File: src/include/mcaso_pkg.sv
package mcaso_pkg;

	// --------------------------------------------------------------
	// data and register constants
	// --------------------------------------------------------------
	localparam logic [7:0] ZERO_BYTE = 8'h00; // cleared value
	localparam logic [7:0] ONE_BYTE = 8'h01; // step amount
	localparam logic [7:0] WORK_RST = 8'h00; // work register at reset
	localparam logic [2:0] PAGE_RST = 3'h0; // page latch at reset
	localparam logic [10:0] PC_RST = 11'h000; // jump target at reset
	localparam logic ZERO_RST = 1'b0; // result-null flag at reset
	localparam logic CARRY_RST = 1'b0; // overflow flag at reset
	localparam logic TIMEOUT_RST = 1'b1; // timeout flag at reset
	localparam logic SLEEP_RST = 1'b1; // sleep flag at reset
	localparam int PAGE_PC_BIT = 2; // latch bit copied to pc bit 10

	// --------------------------------------------------------------
	// decimal adjust constants
	// --------------------------------------------------------------
	localparam logic [3:0] NIBBLE_LIMIT = 4'h9; // largest decimal digit
	localparam logic [7:0] BYTE_LIMIT = 8'h99; // largest decimal byte
	localparam logic [7:0] LOW_FIX = 8'h06; // low digit correction
	localparam logic [7:0] HIGH_FIX = 8'h60; // high digit correction

	// --------------------------------------------------------------
	// register map, byte addresses
	// --------------------------------------------------------------
	localparam logic [7:0] WORK_OFS = 8'h00; // work register, rw
	localparam logic [7:0] STATUS_OFS = 8'h04; // status flags, rw
	localparam logic [7:0] PAGE_OFS = 8'h08; // page latch, rw
	localparam logic [7:0] PC_OFS = 8'h0C; // last jump target, ro
	localparam int ZERO_BIT = 0; // status: result-null
	localparam int CARRY_BIT = 1; // status: overflow
	localparam int SLEEP_BIT = 3; // status: sleep
	localparam int TIMEOUT_BIT = 4; // status: timeout
	localparam logic [1:0] RESP_OKAY = 2'h0; // bus answer ok
	localparam logic [1:0] RESP_SLVERR = 2'h2; // unmapped address

	// --------------------------------------------------------------
	// operation codes from the decoder
	// --------------------------------------------------------------
	typedef enum logic [3:0]
	{
		OP_NONE = 4'h0,
		OP_ZERO_WORK = 4'h1,
		OP_ZERO_REG = 4'h2,
		OP_KICK_WATCHDOG = 4'h3,
		OP_INVERT_REG = 4'h4,
		OP_ADD_ADJUST = 4'h5,
		OP_SUB_ADJUST = 4'h6,
		OP_MINUS_ONE = 4'h7,
		OP_MINUS_ONE_SKIP = 4'h8,
		OP_JUMP = 4'h9,
		OP_PLUS_ONE = 4'hA
	} mcaso_op_type;

endpackage
File: src/core/mcaso_core.sv
// The placing of the registers and register access over AXI4-Lite were left to the implementer.
`timescale 1ns/1ps
// Contract
// - zero work op clears work, sets null
// - zero reg op writes 00h, sets null
// - kick clears watchdog, prescaler if assigned
// - kick sets timeout and sleep only
// - invert register, route by destination bit
// - add adjust to decimal, update overflow
// - sub adjust to decimal, flags unchanged
// - minus one, route, update null flag
// - skip variant: no flags, zero discards next
// - jump loads immediate and page bit, two cycles
// - plus one, route, update null flag
module mcaso_core
(
	input wire logic aclk,
	input wire logic aresetn,
	// axi4-lite register bus
	input wire logic [7:0] awaddr,
	input wire logic awvalid,
	output logic awready,
	input wire logic [31:0] wdata,
	input wire logic [3:0] wstrb,
	input wire logic wvalid,
	output logic wready,
	output logic [1:0] bresp,
	output logic bvalid,
	input wire logic bready,
	input wire logic [7:0] araddr,
	input wire logic arvalid,
	output logic arready,
	output logic [31:0] rdata,
	output logic [1:0] rresp,
	output logic rvalid,
	input wire logic rready,
	// decoder side
	input wire logic op_valid,
	output logic op_ready,
	input wire mcaso_pkg::mcaso_op_type op_code,
	input wire logic [5:0] op_reg_index,
	input wire logic op_dest_bit,
	input wire logic [9:0] op_imm,
	input wire logic [7:0] file_operand,
	input wire logic prescaler_on_watchdog,
	// file register, watchdog and program counter side
	output logic file_we,
	output logic [5:0] file_waddr,
	output logic [7:0] file_wdata,
	output logic [7:0] work_register,
	output logic zero_flag,
	output logic carry_flag,
	output logic timeout_flag,
	output logic sleep_flag,
	output logic watchdog_clear,
	output logic prescaler_clear,
	output logic pc_load,
	output logic [10:0] pc_value,
	output logic discard_next
);

	// --------------------------------------------------------------
	// state
	// --------------------------------------------------------------
	typedef struct packed
	{
		logic [7:0] work; // work register
		logic zero; // result-null flag
		logic carry; // overflow flag
		logic timeout; // timeout flag
		logic sleep; // sleep flag
		logic [2:0] page; // program page latch
		logic [10:0] pc; // last jump target
		logic stall; // second cycle of a two-cycle op
		logic aw_held; // write address captured
		logic [7:0] aw_addr; // captured write address
		logic w_held; // write data captured
		logic [7:0] w_data; // captured low byte
		logic w_lane0; // low byte lane enabled
		logic bvalid; // write answer pending
		logic [1:0] bresp; // write answer code
		logic rvalid; // read answer pending
		logic [31:0] rdata; // read data
		logic [1:0] rresp; // read answer code
		logic file_we; // file register write strobe
		logic [5:0] file_waddr; // file register index
		logic [7:0] file_wdata; // file register data
		logic watchdog_clr; // watchdog clear pulse
		logic pre_clr; // prescaler clear pulse
		logic pc_load; // program counter load pulse
		logic discard; // drop the fetched instruction
	} mcaso_state_type;

	mcaso_state_type q; // registered state
	mcaso_state_type d; // next state

	logic op_fire; // operation taken this cycle
	logic wr_go; // register write performed this cycle
	logic [7:0] step_result; // invert or step result
	logic step_zero; // step result is zero
	logic [7:0] adj_result; // decimal adjusted work
	logic adj_carry; // adjust overflow

	// --------------------------------------------------------------
	// datapath units
	// --------------------------------------------------------------
	mcaso_step_unit u_step
	(
		.op_code(op_code),
		.operand(file_operand),
		.result(step_result),
		.result_zero(step_zero)
	);

	mcaso_dec_adjust u_adjust
	(
		.work_in(q.work),
		.carry_in(q.carry),
		.subtract(op_code == mcaso_pkg::OP_SUB_ADJUST),
		.work_out(adj_result),
		.carry_out(adj_carry)
	);

	// --------------------------------------------------------------
	// handshakes
	// --------------------------------------------------------------
	// the stall cycle stands in for the discarded or branched fetch
	assign op_ready = !q.stall;
	assign op_fire = op_valid && op_ready;
	assign awready = !q.aw_held;
	assign wready = !q.w_held;
	assign arready = !q.rvalid;
	// an operation owns work and status, so a bus write waits while an operation fires
	assign wr_go = q.aw_held && q.w_held && !q.bvalid && !op_fire;

	// --------------------------------------------------------------
	// next state
	// --------------------------------------------------------------
	always_comb
	begin
		d = q;
		// strobes last one cycle
		d.file_we = 1'b0;
		d.watchdog_clr = 1'b0;
		d.pre_clr = 1'b0;
		d.pc_load = 1'b0;
		d.discard = 1'b0;
		d.stall = 1'b0;
		if (op_fire)
		begin
			case (op_code)
				mcaso_pkg::OP_ZERO_WORK:
				begin
					d.work = mcaso_pkg::ZERO_BYTE;
					d.zero = 1'b1;
				end
				mcaso_pkg::OP_ZERO_REG:
				begin
					d.file_we = 1'b1;
					d.file_waddr = op_reg_index;
					d.file_wdata = mcaso_pkg::ZERO_BYTE;
					d.zero = 1'b1;
				end
				mcaso_pkg::OP_KICK_WATCHDOG:
				begin
					d.watchdog_clr = 1'b1;
					d.pre_clr = prescaler_on_watchdog;
					d.timeout = 1'b1;
					d.sleep = 1'b1;
				end
				mcaso_pkg::OP_INVERT_REG,
				mcaso_pkg::OP_MINUS_ONE,
				mcaso_pkg::OP_PLUS_ONE,
				mcaso_pkg::OP_MINUS_ONE_SKIP:
				begin
					// destination bit 0 keeps the result in work
					if (op_dest_bit)
					begin
						d.file_we = 1'b1;
						d.file_waddr = op_reg_index;
						d.file_wdata = step_result;
					end
					else
					begin
						d.work = step_result;
					end
					if (op_code == mcaso_pkg::OP_MINUS_ONE_SKIP)
					begin
						// flags untouched, zero result drops next fetch
						d.discard = step_zero;
						d.stall = step_zero;
					end
					else
					begin
						d.zero = step_zero;
					end
				end
				mcaso_pkg::OP_ADD_ADJUST:
				begin
					d.work = adj_result;
					d.carry = adj_carry;
				end
				mcaso_pkg::OP_SUB_ADJUST:
				begin
					d.work = adj_result;
				end
				mcaso_pkg::OP_JUMP:
				begin
					d.pc = {q.page[mcaso_pkg::PAGE_PC_BIT], op_imm};
					d.pc_load = 1'b1;
					d.stall = 1'b1;
				end
				default:
				begin
					// no operation: nothing changes
				end
			endcase
		end
		// write channel capture, either order
		if (awvalid && awready)
		begin
			d.aw_held = 1'b1;
			d.aw_addr = awaddr;
		end
		if (wvalid && wready)
		begin
			d.w_held = 1'b1;
			d.w_data = wdata[7:0];
			d.w_lane0 = wstrb[0];
		end
		if (q.bvalid && bready)
		begin
			d.bvalid = 1'b0;
		end
		if (wr_go)
		begin
			d.aw_held = 1'b0;
			d.w_held = 1'b0;
			d.bvalid = 1'b1;
			d.bresp = mcaso_pkg::RESP_OKAY;
			case (q.aw_addr)
				mcaso_pkg::WORK_OFS:
				begin
					if (q.w_lane0)
					begin
						d.work = q.w_data;
					end
				end
				mcaso_pkg::STATUS_OFS:
				begin
					if (q.w_lane0)
					begin
						d.zero = q.w_data[mcaso_pkg::ZERO_BIT];
						d.carry = q.w_data[mcaso_pkg::CARRY_BIT];
						d.sleep = q.w_data[mcaso_pkg::SLEEP_BIT];
						d.timeout = q.w_data[mcaso_pkg::TIMEOUT_BIT];
					end
				end
				mcaso_pkg::PAGE_OFS:
				begin
					if (q.w_lane0)
					begin
						d.page = q.w_data[2:0];
					end
				end
				mcaso_pkg::PC_OFS:
				begin
					// read-only, write is ignored but answered
				end
				default: d.bresp = mcaso_pkg::RESP_SLVERR;
			endcase
		end
		// read channel, one outstanding
		if (q.rvalid && rready)
		begin
			d.rvalid = 1'b0;
		end
		if (arvalid && arready)
		begin
			d.rvalid = 1'b1;
			d.rresp = mcaso_pkg::RESP_OKAY;
			d.rdata = 32'h0000_0000;
			case (araddr)
				mcaso_pkg::WORK_OFS: d.rdata[7:0] = q.work;
				mcaso_pkg::STATUS_OFS:
				begin
					d.rdata[mcaso_pkg::ZERO_BIT] = q.zero;
					d.rdata[mcaso_pkg::CARRY_BIT] = q.carry;
					d.rdata[mcaso_pkg::SLEEP_BIT] = q.sleep;
					d.rdata[mcaso_pkg::TIMEOUT_BIT] = q.timeout;
				end
				mcaso_pkg::PAGE_OFS: d.rdata[2:0] = q.page;
				mcaso_pkg::PC_OFS: d.rdata[10:0] = q.pc;
				default: d.rresp = mcaso_pkg::RESP_SLVERR;
			endcase
		end
	end

	// --------------------------------------------------------------
	// state register
	// --------------------------------------------------------------
	always_ff @(posedge aclk)
	begin
		if (!aresetn)
		begin
			q <= '0;
			q.work <= mcaso_pkg::WORK_RST;
			q.zero <= mcaso_pkg::ZERO_RST;
			q.carry <= mcaso_pkg::CARRY_RST;
			q.timeout <= mcaso_pkg::TIMEOUT_RST;
			q.sleep <= mcaso_pkg::SLEEP_RST;
			q.page <= mcaso_pkg::PAGE_RST;
			q.pc <= mcaso_pkg::PC_RST;
		end
		else
		begin
			q <= d;
		end
	end

	// --------------------------------------------------------------
	// outputs
	// --------------------------------------------------------------
	assign bvalid = q.bvalid;
	assign bresp = q.bresp;
	assign rvalid = q.rvalid;
	assign rdata = q.rdata;
	assign rresp = q.rresp;
	assign file_we = q.file_we;
	assign file_waddr = q.file_waddr;
	assign file_wdata = q.file_wdata;
	assign work_register = q.work;
	assign zero_flag = q.zero;
	assign carry_flag = q.carry;
	assign timeout_flag = q.timeout;
	assign sleep_flag = q.sleep;
	assign watchdog_clear = q.watchdog_clr;
	assign prescaler_clear = q.pre_clr;
	assign pc_load = q.pc_load;
	assign pc_value = q.pc;
	assign discard_next = q.discard;
endmodule

File: src/core/mcaso_dec_adjust.sv
`timescale 1ns/1ps
// packed decimal correction of the work register
module mcaso_dec_adjust
(
	input wire logic [7:0] work_in,
	input wire logic carry_in,
	input wire logic subtract,
	output logic [7:0] work_out,
	output logic carry_out
);

	logic low_fix; // low digit out of decimal range
	logic high_fix; // high fix: subtract judges the high digit, add a prior carry or a byte past 99

	// --------------------------------------------------------------
	// correction terms
	// --------------------------------------------------------------
	// no half carry exists here, so the low digit is judged by value
	always_comb
	begin
		low_fix = (work_in[3:0] > mcaso_pkg::NIBBLE_LIMIT);
		if (subtract)
		begin
			high_fix = (work_in[7:4] > mcaso_pkg::NIBBLE_LIMIT);
			work_out = work_in
				- (low_fix ? mcaso_pkg::LOW_FIX : mcaso_pkg::ZERO_BYTE)
				- (high_fix ? mcaso_pkg::HIGH_FIX : mcaso_pkg::ZERO_BYTE);
		end
		else
		begin
			// a prior carry or a value past 99 needs the high fix
			high_fix = carry_in || (work_in > mcaso_pkg::BYTE_LIMIT);
			work_out = work_in
				+ (low_fix ? mcaso_pkg::LOW_FIX : mcaso_pkg::ZERO_BYTE)
				+ (high_fix ? mcaso_pkg::HIGH_FIX : mcaso_pkg::ZERO_BYTE);
		end
		carry_out = high_fix;
	end

endmodule

File: src/core/mcaso_step_unit.sv
`timescale 1ns/1ps
// combinational step logic for the file-register operations
module mcaso_step_unit
(
	input wire mcaso_pkg::mcaso_op_type op_code,
	input wire logic [7:0] operand,
	output logic [7:0] result,
	output logic result_zero
);

	// --------------------------------------------------------------
	// result select
	// --------------------------------------------------------------
	// one shared path for invert, plus one and both minus one forms
	always_comb
	begin
		case (op_code)
			mcaso_pkg::OP_INVERT_REG: result = ~operand;
			mcaso_pkg::OP_PLUS_ONE: result = operand + mcaso_pkg::ONE_BYTE;
			mcaso_pkg::OP_MINUS_ONE,
			mcaso_pkg::OP_MINUS_ONE_SKIP:
				result = operand - mcaso_pkg::ONE_BYTE;
			default: result = mcaso_pkg::ZERO_BYTE;
		endcase
	end

	// zero test on the full 8-bit result
	assign result_zero = (result == mcaso_pkg::ZERO_BYTE);

endmodule

File: config.mk
export PLATFORM = sky130hd
export DESIGN_NAME = mcaso_core
export DESIGN_NICKNAME = d
export VERILOG_FILES = /design/src/include/mcaso_pkg.sv /design/src/core/mcaso_core.sv /design/src/core/mcaso_dec_adjust.sv /design/src/core/mcaso_step_unit.sv
export SDC_FILE = /design/constraint.sdc
export NUM_CORES = 1
export LEC_CHECK = 0
export BUFFER_PORTS_ARGS = -buffer_cell sky130_fd_sc_hd__buf_2
export CAP_MARGIN = 40
export CORE_ASPECT_RATIO = 1.25
export CORE_MARGIN = 8
export CORE_UTILIZATION = 45
export CTS_CLUSTER_SIZE = 16
export DETAILED_ROUTE_END_ITERATION = 6
export PLACE_DENSITY = 0.81
export SYNTH_ARGS = -nofsm -noshare
export SYNTH_HDL_FRONTEND = slang
export SYNTH_HIERARCHICAL = 1
export SYNTH_SLANG_ARGS = --single-unit
File: constraint.sdc
create_clock -name aclk -period 3.56 [get_ports aclk]
set_input_delay 0.712 -clock aclk [delete_from_list [all_inputs] [get_ports aclk]]
set_output_delay 0.712 -clock aclk [all_outputs]
set_load 0.01 [all_outputs]
* Yosys cells after proc, flatten, opt, wreduce, memory -nomap -nowiden
Cells that the tools add are included.
** Cells by class
- $add $sub $neg :: 6
- Multipliers :: 0
- Divide/modulo/power cells :: 0
- Magnitude comparators :: 3
- Eq/ne operators :: 17
- Shifts and indexed selects :: 0
- Muxes and demuxes :: 37
- Bitwise logic cells :: 2
- Reduce and logical (&&, ||, !) cells :: 35
** Operators with widths (count)
- $pmux 8 s3 :: 2
- $mux 35 :: 1
- $eq 8x4->1 const B :: 4
- $mux 8 :: 4
- $mux 15 :: 2
- $pmux 15 s2 :: 1
- $logic_not 8->1 :: 3
- $add 8x8->8 :: 2
- $eq 4x3->1 const B :: 4
- $eq 8x3->1 const B :: 2
- $mux 3 :: 5
- $mux 7 :: 2
- $eq 4x4->1 const B :: 3
- $mux 12 :: 1
- $reduce_and 3->1 :: 4
- $reduce_or 4->1 :: 3
- $logic_and 1x1->1 :: 9
- $add 8x1->8 const B :: 1
- $eq 4x2->1 const B :: 2
- $gt 4x4->1 const B :: 2
- $gt 8x8->1 const B :: 1
- $mux 2 :: 4
- $mux 4 :: 2
- $not 8->8 :: 1
- other kinds (17) :: 35
** Word-level totals
- Register bits :: 82
- Bits in latches :: 0
- RAM bits :: 0
- ROM bits :: 0
- Word-level logic and storage cells :: 125
- Memories :: 0

* Logic depth before layout (Yosys ltp)
- Word-level depth :: 10
- Depth in mapped cells :: 15
- Depth with buffers taken out :: 15

* Modules after synthesis
The synthesis kept the hierarchy.
** Modules (own cells, without submodules)
- mcaso_core :: times used 1, cells each 453, area an instance 3886.2 um^2, sequential area each 1601.5 um^2
- mcaso_dec_adjust :: times used 1, cells each 86, area an instance 646.9 um^2, sequential area each 0.0 um^2
- mcaso_step_unit :: times used 1, cells each 58, area an instance 441.7 um^2, sequential area each 0.0 um^2

* Worst setup path before layout
Ideal clock, no wire load.
- Path type :: input-to-reg
- Start point :: input op_code[2]
- End point :: register q, in the netlist work_register[7]
- Setup time :: 70 ps
- Data arrival time :: 3311 ps
- Data required time :: 3490 ps
- Slack :: 179 ps
- Stages on the path :: 13
- Path through :: nand2b_4 o31a_1 inv_1 ha_1 a211oi_1 nor3_1 or4_4 a211o_1 o211ai_2 inv_1 o31ai_1 a22oi_1 a21oi_1
** On the way
- Cells in the longest elaborated chain, start to end :: 9
- Elaborated cells between the ends (all ways) :: 18
- Those cells by class :: eq/ne: 7; mux: 8; reduce/logical: 3
** Ends and longest elaborated chain
- start, declared :: line mcaso_core.sv:40 : input wire mcaso_pkg::mcaso_op_type op_code,
- $eq 4x4->1 or $eq 4x3->1 (tied branches) :: line mcaso_step_unit.sv:17 : case (op_code)
- $reduce_or 2->1 :: line mcaso_step_unit.sv:17
- $pmux 8 s3 * :: line mcaso_step_unit.sv:17
- net step_result[7] :: line mcaso_core.sv:99 : logic [7:0] step_result;
- $mux 8 * :: line mcaso_core.sv:177 : if (op_dest_bit)
- $pmux 8 s3 * :: line mcaso_core.sv:151 : case (op_code)
- $mux 12 * :: line mcaso_core.sv:149 : if (op_fire)
- $mux 8 :: line mcaso_core.sv:244 : if (q.w_lane0)
- $mux 8 :: line mcaso_core.sv:241 : case (q.aw_addr)
- $mux 15 * :: line mcaso_core.sv:235 : if (wr_go)
- end, declared :: line mcaso_core.sv:94 : mcaso_state_type q;
Mark *: on every way through the listed nets, which the timed path passes. The rest lies on a longest branch.
A chain may end at the register's enable or synchronous reset.

* Worst setup path in the final report
- Start point :: input op_code[3]
- End point :: register q, in the netlist work_register[7]
The elaborated chain is that of the path after synthesis.

==> flow_metrics.tcl <==
set metrics [dict create \
    status "completed" \
    clk_pin_slew_ns 0.06 \
    fin_crit_sh_pct 91.8 \
    via_per_inst 5.48 \
    hold_buffers 0 \
    cts_buffers 9 \
    cts_setup_buffers 0 \
    power_density_nw_per_um2 393 \
    rsz0062_at_grt "false" \
    fin_nets 793 \
    numClockSinks 80 \
    ys.warnings.count 6 \
    critPathMaxFanout 5 \
    ios 174 \
    yosysTopAreaCellShare_pct 32.2 \
    globalRouteOverflowTotal 0 \
    tritoncts "done" \
    cp_slowest_cell "or4_4" \
    antenna_left 0 \
    grt_max_degree 50 \
    synth_edf_count 0 \
    whs_ns 0.456 \
    synth_area_per_cell_um2 8.33 \
    grt_pass1_wl_um 21100 \
    place_hpwl_um 10300 \
    async_flop_share_pct 0 \
    cts_resized 0 \
    core_area_um2 10900 \
    path_delay_family "compound AO/OA/AOI/OAI gates" \
    nFillCells 1046 \
    finalHoldViolations 0 \
    final_common_cell "buf_2" \
    antenna_cells 0 \
    fmax_ghz 0.306 \
    die-height_um 134 \
    syn_to_final_growth_pct 14.6 \
    ys_seq_elements 80 \
    p_leak_nw 2.62 \
    yosys.area.top_type "dfxtp_1" \
    ir_drop_v 0.000283 \
    endpoint_kind "register" \
    cpMostUsedCell "inv_1" \
    min_period_ns 3.27 \
    path_cells "buf_2, nand4b_1, o31a_1, inv_1, buf_4, ha_1, a211oi_1, nor3_1, or4_4, a211o_1, o211ai_2, inv_1, o31ai_1, a22oi_1, a21oi_1" \
    crit_arrival_ns 3.52 \
    gp_congestion 0.864 \
    slew_headroom_pct 44.7 \
    grt_pass1_vias 4397 \
    drv_slew 0 \
    synthFlopType "dfxtp_1" \
    track_usage_pct 17.6 \
    final_cell_mix "buf_2 (123), dfxtp_1 (80), nor2_1 (73)" \
    route.vias.total 4508 \
    critPathRequiredTime_ns 3.81 \
    antenna_found_initial 0 \
    setup_viol 0 \
    layout-drive-gt1-share_pct 26.3 \
    hold_path.class "reg2reg" \
    dp.cells 807 \
    multiInputGateArea_um2 2720 \
    drtPass1Iterations 5 \
    io_buffers 123 \
    worstSetupStartpointType "primary input" \
    insertion_delay_ns 0.32 \
    reg2reg_slack_ns 0.53 \
    routedWlPerCell_um 16.0 \
    cts_max_path_buffers 2 \
    maxCapViolations 0 \
    critPathMaxStageDelay_ns 0.50 \
    netlist_instances 597 \
    dr.first_iter.drc_count 272 \
    ys_types 72 \
    fin_cells 822 \
    die_area_um2 14700 \
    cp.buffers_inverters 4 \
    synth_area_um2 4970 \
    row_count 43 \
    root_buffer "clkbuf_16" \
    seq_area_frac_synth_pct 32.2 \
    start_util_pct 45.5 \
    die_w_um 110 \
    finalClockSkew_ns 0.00514 \
    register_area_um2 1600 \
    critPathKind "in2reg" \
    wl_um 13200 \
    h-tree-depth 3 \
    tightest_slew_ns 0.828 \
    drc 0 \
    synth_area_leaders "dfxtp_1 (32%), buf_4 (11%), mux2i_1 (6.0%)" \
]
[where the power goes]
group          internal [W]  switching, W  total [W]
Sequential         0.000921     0.0000236   0.000945
Combinational      0.000141      0.000200   0.000341
Clock              0.000611      0.000345   0.000956
Total               0.00167      0.000569    0.00224
[synth_stat cells (8+ instances only)]
| cell type | number |
|---|---|
| a22oi_1 | 14 |
| ha_1 | 19 |
| clkbuf_1 | 16 |
| a22o_1 | 9 |
| dfxtp_1 | 80 |
| nor3_1 | 11 |
| o32ai_1 | 8 |
| nor2_1 | 73 |
| nand3_1 | 13 |
| nand2_1 | 45 |
| a21oi_1 | 30 |
| buf_4 | 71 |
| mux2i_1 | 30 |
| o21ai_0 | 21 |
| inv_1 | 25 |
[cells by family after synthesis]
group | share of synthesized area (%)
mux | 7.62
xor+xnor | 1.58
buf+inv | 14.9
compound gates | 18.1
flops | 32.2
fa+ha+maj | 5.18
other cells | 0.0754
simple gates | 20.3
[sequential cells by signal, summed over array words and instances (netlist names)]
register	cells
work_register	8
discard_next	1
prescaler_clear	1
sleep_flag	1
pc_value	11
bvalid	1
rdata	11
rresp	1
q	23
rvalid	1
file_we	1
file_wdata	8
zero_flag	1
file_waddr	6
watchdog_clear	1
timeout_flag	1
carry_flag	1
bresp	1
pc_load	1
[final timing paths]
| kind | endpoint | start | depth (start not counted) |
|---|---|---|---|
| worst max-delay path | work_register[7] | op_code[3] | 15 |
| worst min register to register | file_waddr[5] | file_waddr[5] | 2 |
| worst min-delay path | file_waddr[5] | file_waddr[5] | 2 |
| worst max register to register | work_register[7] | work_register[0] | 15 |
[tightest hold or removal path, cell delays in order, from the launching register on]
cell	delay [ns]
dfxtp_1	0.31
nand2_1	0.05
o21ai_0	0.06
[cell type report]
| cell class | count | area share (%) |
|---|---|---|
| Tap cell | 135 | 2.96 |
| Sequential cell | 80 | 28.1 |
| Multi-Input combinational cell | 418 | 47.6 |
| Timing Repair Buffer | 149 | 14.2 |
| Clock buffer | 10 | 4.02 |
| Inverter | 25 | 1.65 |
| Clock inverter | 5 | 1.43 |
[metrics by stage]
step | cell area [um^2] | util [%] | setup TNS [ns] | setup slack (ns) | total power (W)
after floorplan | 5060 | - | 0 | 0.179 | 0.00120
after global placement | 5390 | 49.4 | 0 | 0.0498 | 0.00129
after detailed placement | 5390 | 49.4 | -0.0215 | -0.0215 | 0.00130
after CTS | 5700 | 52.2 | 0 | 0.302 | 0.00225
after global routing | 5700 | 52.2 | 0 | 0.0785 | 0.00233
final | 5700 | 52.2 | 0 | 0.291 | 0.00224
[routing by layer]
layer | vias to the layer above | GRT usage, % | wire [um]
li1 | 2206 | - | -
met1 | 2083 | 21.0 | 5220
met2 | 191 | 30.1 | 6600
met3 | 28 | 2.80 | 977
met4 | 0 | 7.07 | 371
met5 | - | 0 | 0
Note: power is estimated with default switching activity, not from simulation.
